**src/include/adc_seq_map.svh**
```systemverilog
`ifndef ADC_SEQ_MAP_SVH
`define ADC_SEQ_MAP_SVH
`define ADDR_FIXED 3'h3
`define BIT_LAST 3'h7
`define REF_SETTLE_MS 12
`endif

```
**src/include/adc_seq_pkg.sv**
```systemverilog
`default_nettype none
package adc_seq_pkg;
    typedef struct packed {
        logic scl;
        logic sda;
    } bus_pins_t;

    typedef struct packed {
        logic scl_oe_n;
        logic sda_oe_n;
    } bus_drive_t;

    typedef struct packed {
        logic [13:0] data;
        logic trailing_sub_bit_high;
        logic trailing_sub_bit_low;
    } conv_result_t;

    typedef enum logic [5:0] {
        ST_IDLE = 6'h01,
        ST_ADDR = 6'h02,
        ST_AACK = 6'h04,
        ST_CONV = 6'h08,
        ST_TX   = 6'h10,
        ST_MACK = 6'h20
    } seq_state_t;
endpackage
`default_nettype wire

```
**src/verilog/adc_power_reference_sequencer.sv**
```systemverilog
`include "adc_seq_map.svh"
`default_nettype none
module adc_power_reference_sequencer
    import adc_seq_pkg::*;
(
    // Clock and reset
    input wire logic mclk,
    input wire logic reset_n,
    // Two-wire bus, open drain
    input wire bus_pins_t bus_in,
    output bus_drive_t bus_drive,
    output logic scl_out,
    output logic sda_out,
    // Straps
    input wire logic [3:0] address_select_pins,
    input wire logic reference_adjust_pin,
    // Converter core
    input wire logic conv_done,
    input wire conv_result_t conv_result,
    output logic conv_start,
    output logic converter_powered,
    output logic reference_enabled,
    output logic reference_buffer_enabled
);
    logic rst_s1_q, rst_n;
    logic [1:0] scl_q, sda_q;
    logic [3:0] sel_s1_q, sel_q;
    logic ext_s1_q, ext_q;
    logic scl_prev_q, sda_prev_q;
    logic scl_rise, scl_fall, start_ev, stop_ev, addr_hit, nack_ev;

    seq_state_t st_q, st_d;
    logic [2:0] cnt_q, cnt_d;
    logic [7:0] addr_q, addr_d;
    logic [15:0] shift_q, shift_d;
    logic byte_q, byte_d;
    logic ack_q, ack_d;
    logic sda_low_q, sda_low_d;
    logic scl_low_q, scl_low_d;
    logic start_q, start_d;
    logic pwr_q, pwr_d;
    logic ref_on_q, ref_on_d;
    logic armed_q, armed_d;

    always_ff @(posedge mclk or negedge reset_n) begin
        if (!reset_n) begin
            rst_s1_q <= 1'b0;
            rst_n <= 1'b0;
        end else begin
            rst_s1_q <= 1'b1;
            rst_n <= rst_s1_q;
        end
    end

    // Pin synchronisers
    always_ff @(posedge mclk or negedge rst_n) begin
        if (!rst_n) begin
            scl_q <= 2'h3;
            sda_q <= 2'h3;
            sel_s1_q <= 4'h0;
            sel_q <= 4'h0;
            ext_s1_q <= 1'b0;
            ext_q <= 1'b0;
            scl_prev_q <= 1'b1;
            sda_prev_q <= 1'b1;
        end else begin
            scl_q <= {scl_q[0], bus_in.scl};
            sda_q <= {sda_q[0], bus_in.sda};
            sel_s1_q <= address_select_pins;
            sel_q <= sel_s1_q;
            ext_s1_q <= reference_adjust_pin;
            ext_q <= ext_s1_q;
            scl_prev_q <= scl_q[1];
            sda_prev_q <= sda_q[1];
        end
    end

    assign scl_rise = scl_q[1] && !scl_prev_q;
    assign scl_fall = !scl_q[1] && scl_prev_q;
    assign start_ev = scl_q[1] && scl_prev_q && sda_prev_q && !sda_q[1];
    assign stop_ev = scl_q[1] && scl_prev_q && !sda_prev_q && sda_q[1];
    assign addr_hit = (st_q == ST_AACK) && scl_fall && !start_ev;
    assign nack_ev = (st_q == ST_MACK) && scl_rise && sda_q[1];

    always_comb begin
        st_d = st_q;
        cnt_d = cnt_q;
        addr_d = addr_q;
        shift_d = shift_q;
        byte_d = byte_q;
        ack_d = ack_q;
        sda_low_d = sda_low_q;
        start_d = 1'b0;
        pwr_d = pwr_q;
        ref_on_d = ref_on_q;
        armed_d = armed_q;
        if (start_ev) begin
            st_d = ST_ADDR;
            cnt_d = 3'h0;
            sda_low_d = 1'b0;
        end else if (stop_ev) begin
            st_d = ST_IDLE;
            sda_low_d = 1'b0;
            pwr_d = 1'b0;
        end else begin
            case (st_q)
                ST_IDLE: begin
                    sda_low_d = 1'b0;
                end
                ST_ADDR: begin
                    if (scl_rise) begin
                        addr_d = {addr_q[6:0], sda_q[1]};
                        cnt_d = cnt_q + 3'h1;
                    end
                    if (scl_rise && cnt_q == `BIT_LAST) begin
                        st_d = ST_AACK;
                    end
                end
                ST_AACK: begin
                    if (addr_q[7:1] != {`ADDR_FIXED, sel_q}) begin
                        st_d = ST_IDLE;
                    end else if (scl_fall && !sda_low_q) begin
                        sda_low_d = 1'b1;
                    end else if (scl_fall) begin
                        st_d = ST_CONV;
                        sda_low_d = 1'b0;
                        start_d = 1'b1;
                        pwr_d = 1'b1;
                        byte_d = 1'b0;
                        if (!ext_q) begin
                            ref_on_d = 1'b1;
                            armed_d = !addr_q[0];
                        end
                    end
                end
                ST_CONV: begin
                    if (conv_done) begin
                        pwr_d = 1'b0;
                        shift_d = conv_result;
                        st_d = ST_TX;
                        cnt_d = 3'h0;
                        byte_d = 1'b0;
                        sda_low_d = !conv_result.data[13];
                    end
                end
                ST_TX: begin
                    if (scl_fall) begin
                        shift_d = {shift_q[14:0], 1'b0};
                        cnt_d = cnt_q + 3'h1;
                        if (cnt_q == `BIT_LAST) begin
                            st_d = ST_MACK;
                            sda_low_d = 1'b0;
                        end else begin
                            sda_low_d = !shift_q[14];
                        end
                    end
                end
                ST_MACK: begin
                    if (scl_rise) begin
                        ack_d = !sda_q[1];
                    end
                    if (nack_ev) begin
                        st_d = ST_IDLE;
                        if (armed_q) begin
                            ref_on_d = 1'b0;
                        end
                        armed_d = 1'b0;
                    end else if (scl_fall && ack_q && !byte_q) begin
                        st_d = ST_TX;
                        byte_d = 1'b1;
                        cnt_d = 3'h0;
                        sda_low_d = !shift_q[15];
                    end else if (scl_fall && ack_q) begin
                        st_d = ST_CONV;
                        start_d = 1'b1;
                        pwr_d = 1'b1;
                    end
                end
                default: begin
                    st_d = ST_IDLE;
                end
            endcase
        end
        // external mode keeps internal reference off
        if (ext_q) begin
            ref_on_d = 1'b0;
            armed_d = 1'b0;
        end
        scl_low_d = (st_d == ST_CONV);
    end

    always_ff @(posedge mclk or negedge rst_n) begin
        if (!rst_n) begin
            st_q <= ST_IDLE;
            cnt_q <= 3'h0;
            addr_q <= 8'h00;
            shift_q <= 16'h0000;
            byte_q <= 1'b0;
            ack_q <= 1'b0;
            sda_low_q <= 1'b0;
            scl_low_q <= 1'b0;
            start_q <= 1'b0;
            pwr_q <= 1'b0;
            ref_on_q <= 1'b0;
            armed_q <= 1'b0;
        end else begin
            st_q <= st_d;
            cnt_q <= cnt_d;
            addr_q <= addr_d;
            shift_q <= shift_d;
            byte_q <= byte_d;
            ack_q <= ack_d;
            sda_low_q <= sda_low_d;
            scl_low_q <= scl_low_d;
            start_q <= start_d;
            pwr_q <= pwr_d;
            ref_on_q <= ref_on_d;
            armed_q <= armed_d;
        end
    end

    assign scl_out = 1'b0;
    assign sda_out = 1'b0;
    assign bus_drive = '{scl_oe_n: !scl_low_q, sda_oe_n: !sda_low_q};
    assign conv_start = start_q;
    assign converter_powered = pwr_q;
    assign reference_enabled = ref_on_q;
    assign reference_buffer_enabled = ref_on_q;
endmodule
`default_nettype wire
```
**config.mk**
```make
export PLATFORM = sky130hd
export DESIGN_NAME = adc_power_reference_sequencer
export DESIGN_NICKNAME = d
export VERILOG_FILES = /design/src/include/adc_seq_pkg.sv /design/src/verilog/adc_power_reference_sequencer.sv
export VERILOG_INCLUDE_DIRS = /design/src /design/src/include
export SDC_FILE = /design/constraint.sdc
export NUM_CORES = 1
export LEC_CHECK = 0
export BUFFER_PORTS_ARGS = -buffer_cell sky130_fd_sc_hd__buf_2
export CAP_MARGIN = 20
export CORE_MARGIN = 2
export CORE_UTILIZATION = 43
export DETAILED_ROUTE_END_ITERATION = 7
export SLEW_MARGIN = 20
export SYNTH_ARGS = -nofsm -noshare
export SYNTH_HDL_FRONTEND = slang
export SYNTH_SLANG_ARGS = --single-unit
```
**constraint.sdc**
```tcl
create_clock -name mclk -period 3.7 [get_ports mclk]
set_input_delay 0.555 -clock mclk [delete_from_list [all_inputs] [get_ports mclk]]
set_output_delay 0.555 -clock mclk [all_outputs]
set_load 0.005 [all_outputs]
```
==> flow_summary.rst <==
.. list-table::
   :header-rows: 1

   * - Metric
     - Value
   * - Core Footprint
     - 0.006386 mm²
   * - First-pass GRT wire length
     - 9390 µm
   * - Number of nets still failing antenna checks after routing
     - 0
   * - Vias post-DR
     - 1983
   * - Period utilisation layout
     - 0.6212
   * - Worst setup path category
     - register to register
   * - Critical Path Fanout Max
     - 18
   * - Number of filler cells placed in the layout
     - 581
   * - Highest clock frequency the design can meet
     - 435.1 MHz
   * - Pin count of the biggest net entering global routing
     - 47
   * - Setup Total Neg Slack
     - 0 ns
   * - CP max stage delay
     - 0.58 ns
   * - Post-detail-place hpwl
     - 3765 µm
   * - Total inserted antenna cells
     - 0
   * - Number of buffers created by CTS
     - 9
   * - # DRC
     - 0
   * - Nets
     - roughly 310
   * - Worst setup startpoint
     - st_q[3]
   * - H-Tree Depth
     - 3
   * - Setup repair after global routing missed its margin
     - false
   * - Leading area contributor after synthesis
     - sky130_fd_sc_hd__dfrtp_1
   * - Required time reported for the critical path endpoint
     - 3.91 ns
   * - First-pass iteration count of the detailed router
     - 4
   * - Startpoint of the most critical hold path
     - bus_in[0]
   * - Row count
     - 29
   * - Worst voltage drop across the vdd grid
     - 0.2275 mV
   * - Clock root cell
     - sky130_fd_sc_hd__clkbuf_8
   * - X dimension of the die
     - about 85 µm
   * - Most common library cells after synthesis
     - sky130_fd_sc_hd__dfrtp_1 (52), sky130_fd_sc_hd__a21oi_1 (28), sky130_fd_sc_hd__nor2_1 (24), sky130_fd_sc_hd__mux2i_1 (15), sky130_fd_sc_hd__nand2_1 (13)
   * - Worst-path cell chain
     - nor4b_4 > nand2_2 > o221ai_2 > a2111oi_2 > mux2_4
   * - Post-DR vias/cell
     - 5.403
   * - Power density over the cells
     - 441.9 mW/mm²
   * - Clock buffer depth
     - 2
   * - Asr flop ratio synth
     - 1.000
   * - Initial core utilization
     - 0.4467
   * - Final count of hold timing violations
     - 0
   * - Antenna violations before repair
     - 0
   * - Combined area of all synthesized cells
     - 0.002853 mm²
   * - Number of global-route vias before repair
     - 1935
   * - Final global-route overflow total
     - 0
   * - Setup skew after layout
     - 0.007843 ns
   * - Sequential area share after synthesis
     - 0.5206
   * - Post-synth EDFFs
     - 0
   * - Cells after synthesis
     - roughly 260
   * - Number of primary I/O pins
     - 34
   * - Total length of routed wires
     - 5483 µm
   * - Total global routing track utilization
     - 0.1676
   * - Routability-driven placement congestion ratio
     - 0.9180
   * - WL/cell
     - around 15 µm
   * - Layout-stage area growth over the synthesis result
     - 13.51%
   * - Share of the synthesized area in the top cell type
     - 0.4561
   * - Number of violations of the max-capacitance limit
     - 0
   * - Final setup viols
     - 0
   * - Worst relative slew slack
     - 0.6000
   * - Cell types occupying the most area after synthesis
     - sky130_fd_sc_hd__dfrtp_1 (46%), sky130_fd_sc_hd__dfstp_2 (6.4%), sky130_fd_sc_hd__mux2i_1 (5.3%), sky130_fd_sc_hd__a21oi_1 (4.9%), sky130_fd_sc_hd__mux2_2 (3.2%)
   * - Number of design-rule violations left by the first detailed-router iteration
     - between 150 and 200
   * - Arrival time of data at the critical path endpoint
     - 2.51 ns
   * - Worst path bufs/invs
     - 0
   * - Post-CTS Resized
     - 0
   * - Slew of the pin with the lowest slew margin
     - 0.5999 ns
   * - Fraction of final layout cells sized beyond drive strength 1
     - 0.2655
   * - Synth Flop Type
     - sky130_fd_sc_hd__dfrtp_1
   * - Y dimension of the die
     - 85.45 µm
   * - Final Total Pwr
     - 1431 µW
   * - Status
     - complete, no violations
   * - Most instantiated library cell after synthesis
     - sky130_fd_sc_hd__dfrtp_1
   * - Fin crit period
     - around 2.3 ns
   * - Avg Cell Area, Syn
     - 11.10 µm²
   * - Startpoint Class
     - register
   * - Clk pin slew, worst setup/hold paths
     - 0.07 ns
   * - Family with the most delay on the worst path
     - simple AND/OR/NAND/NOR gates
   * - Clock sink count
     - slightly below 60
   * - Slowest cell on the critical path
     - sky130_fd_sc_hd__dfrtp_1
   * - Clock tree from TritonCTS
     - done
   * - Number of buffer cells added on primary ports
     - 31
   * - Yosys warning total
     - 0
   * - Register bit total from synthesis
     - 59
   * - Startpoint of the worst register-to-register path
     - st_q[3]
   * - Area enclosed by the die boundary
     - 0.007302 mm²
   * - Insertion delay of the later-clocked pin in the worst-skew pair
     - 0.33 ns
   * - Synth cell types
     - 54
   * - Type of the most critical hold path
     - input port to register
   * - Type of element capturing the critical path
     - register
   * - Number of pins exceeding their max-slew limit in the final report
     - 0
   * - Reported leakage power
     - around 0.0016 µW
[sequential cells by signal, indices dropped and copies added (netlist names), 2 cells and up]
| name | flops |
|---|---|
| shift_q | 16 |
| addr_q | 8 |
| st_q | 6 |
| sel_q | 4 |
| sel_s1_q | 4 |
| cnt_q | 3 |
| scl_q | 2 |
| sda_q | 2 |
[per-stage QoR]
step                instances  utilization  worst slack (ns)  hold slack, ns  instance area (µm²)
floorplan                 258            -             1.774          0.2594                 2856
global placement          350       0.4712             1.436          0.3323                 3009
detailed placement        350       0.4712             1.390          0.3347                 3009
CTS                       367       0.5067             1.383          0.2983                 3236
global route              367       0.5071             1.220          0.2911                 3238
finish                    367       0.5071             1.402          0.3188                 3238
[routing by layer]
layer	vias up	global-route usage	share of wire
met5	-	0	0
met4	0	0.07792	0.017
met3	7	0.05156	0.060
met2	56	0.2436	0.45
met1	946	0.2293	0.48
li1	974	-	-
[layout by cell type (no fill, tap or decap), types with 2 or more instances in the layout]
master	count
sky130_fd_sc_hd__xnor2_1	4
sky130_fd_sc_hd__o211ai_1	3
sky130_fd_sc_hd__ha_1	2
sky130_fd_sc_hd__nor3_2	2
sky130_fd_sc_hd__a31oi_1	5
sky130_fd_sc_hd__dfstp_2	7
sky130_fd_sc_hd__nor2_1	24
sky130_fd_sc_hd__clkinvlp_4	2
sky130_fd_sc_hd__a211oi_1	2
sky130_fd_sc_hd__nand4b_1	4
sky130_fd_sc_hd__buf_2	31
sky130_fd_sc_hd__nand3b_1	5
sky130_fd_sc_hd__mux2_2	8
sky130_fd_sc_hd__nand3_1	8
sky130_fd_sc_hd__bufinv_16	2
sky130_fd_sc_hd__nand2_1	13
sky130_fd_sc_hd__xor2_1	4
sky130_fd_sc_hd__inv_1	6
sky130_fd_sc_hd__a21oi_1	28
sky130_fd_sc_hd__clkbuf_8	9
sky130_fd_sc_hd__a22o_1	2
sky130_fd_sc_hd__and3_1	4
sky130_fd_sc_hd__and2_0	2
sky130_fd_sc_hd__a41oi_1	2
sky130_fd_sc_hd__nor2b_1	3
sky130_fd_sc_hd__conb_1	3
sky130_fd_sc_hd__o21ai_1	2
sky130_fd_sc_hd__mux2i_1	15
sky130_fd_sc_hd__nor4b_2	2
sky130_fd_sc_hd__o21ai_0	3
sky130_fd_sc_hd__dfrtp_1	51
sky130_fd_sc_hd__nand4_1	4
[timing repair]
| item | CTS | global route |
|---|---|---|
| setup buffers | 0 | 0 |
| endpoints found under the hold margin | 2 | 0 |
| hold buffers | 1 | 0 |
[cell families (layout without fill, tap and decap cells)]
family / count (synthesis) / in the layout / share of synthesized area
buf+inv: 23 / 55 / 0.04561
xor+xnor: 8 / 8 / 0.02456
flops: 59 / 59 / 0.5206
other cells: 2 / 3 / 0.002633
fa+ha+maj: 3 / 3 / 0.01272
mux: 24 / 24 / 0.08947
compound gates: 56 / 56 / 0.1263
simple gates: 82 / 82 / 0.1781
[final cells by class]
class | instances | area, µm² | share of cell area
repair buffers | 33 | 172.7 | 0.05332
flip-flops and latches | 59 | 1489 | 0.4598
well taps | 77 | 96.34 | 0.02975
inverters | 6 | 22.52 | 0.006955
clock inverters | 6 | 88.84 | 0.02743
clock buffers | 10 | 127.6 | 0.03941
multi-input cells | 176 | 1241 | 0.3833
[final timing paths]
path                                             to  slack, ns  depth (start not counted)
min                                        sda_q[0]       0.32                          1
max                                        cnt_q[0]       1.40                          5
max reg2reg                                cnt_q[0]       1.40                          5
min in group asynchronous                  sel_q[2]       0.35                          0
max in group asynchronous  reference_buffer_enabled       2.75                          1
min reg2reg                                sel_q[2]       0.35                          0
[power breakdown]
part / switching, µW / internal [µW]
clock network: 259 / 380
registers: 31.3 / 669
logic: 49.3 / 41.4
No activity file was read; power rests on OpenSTA's default activity.
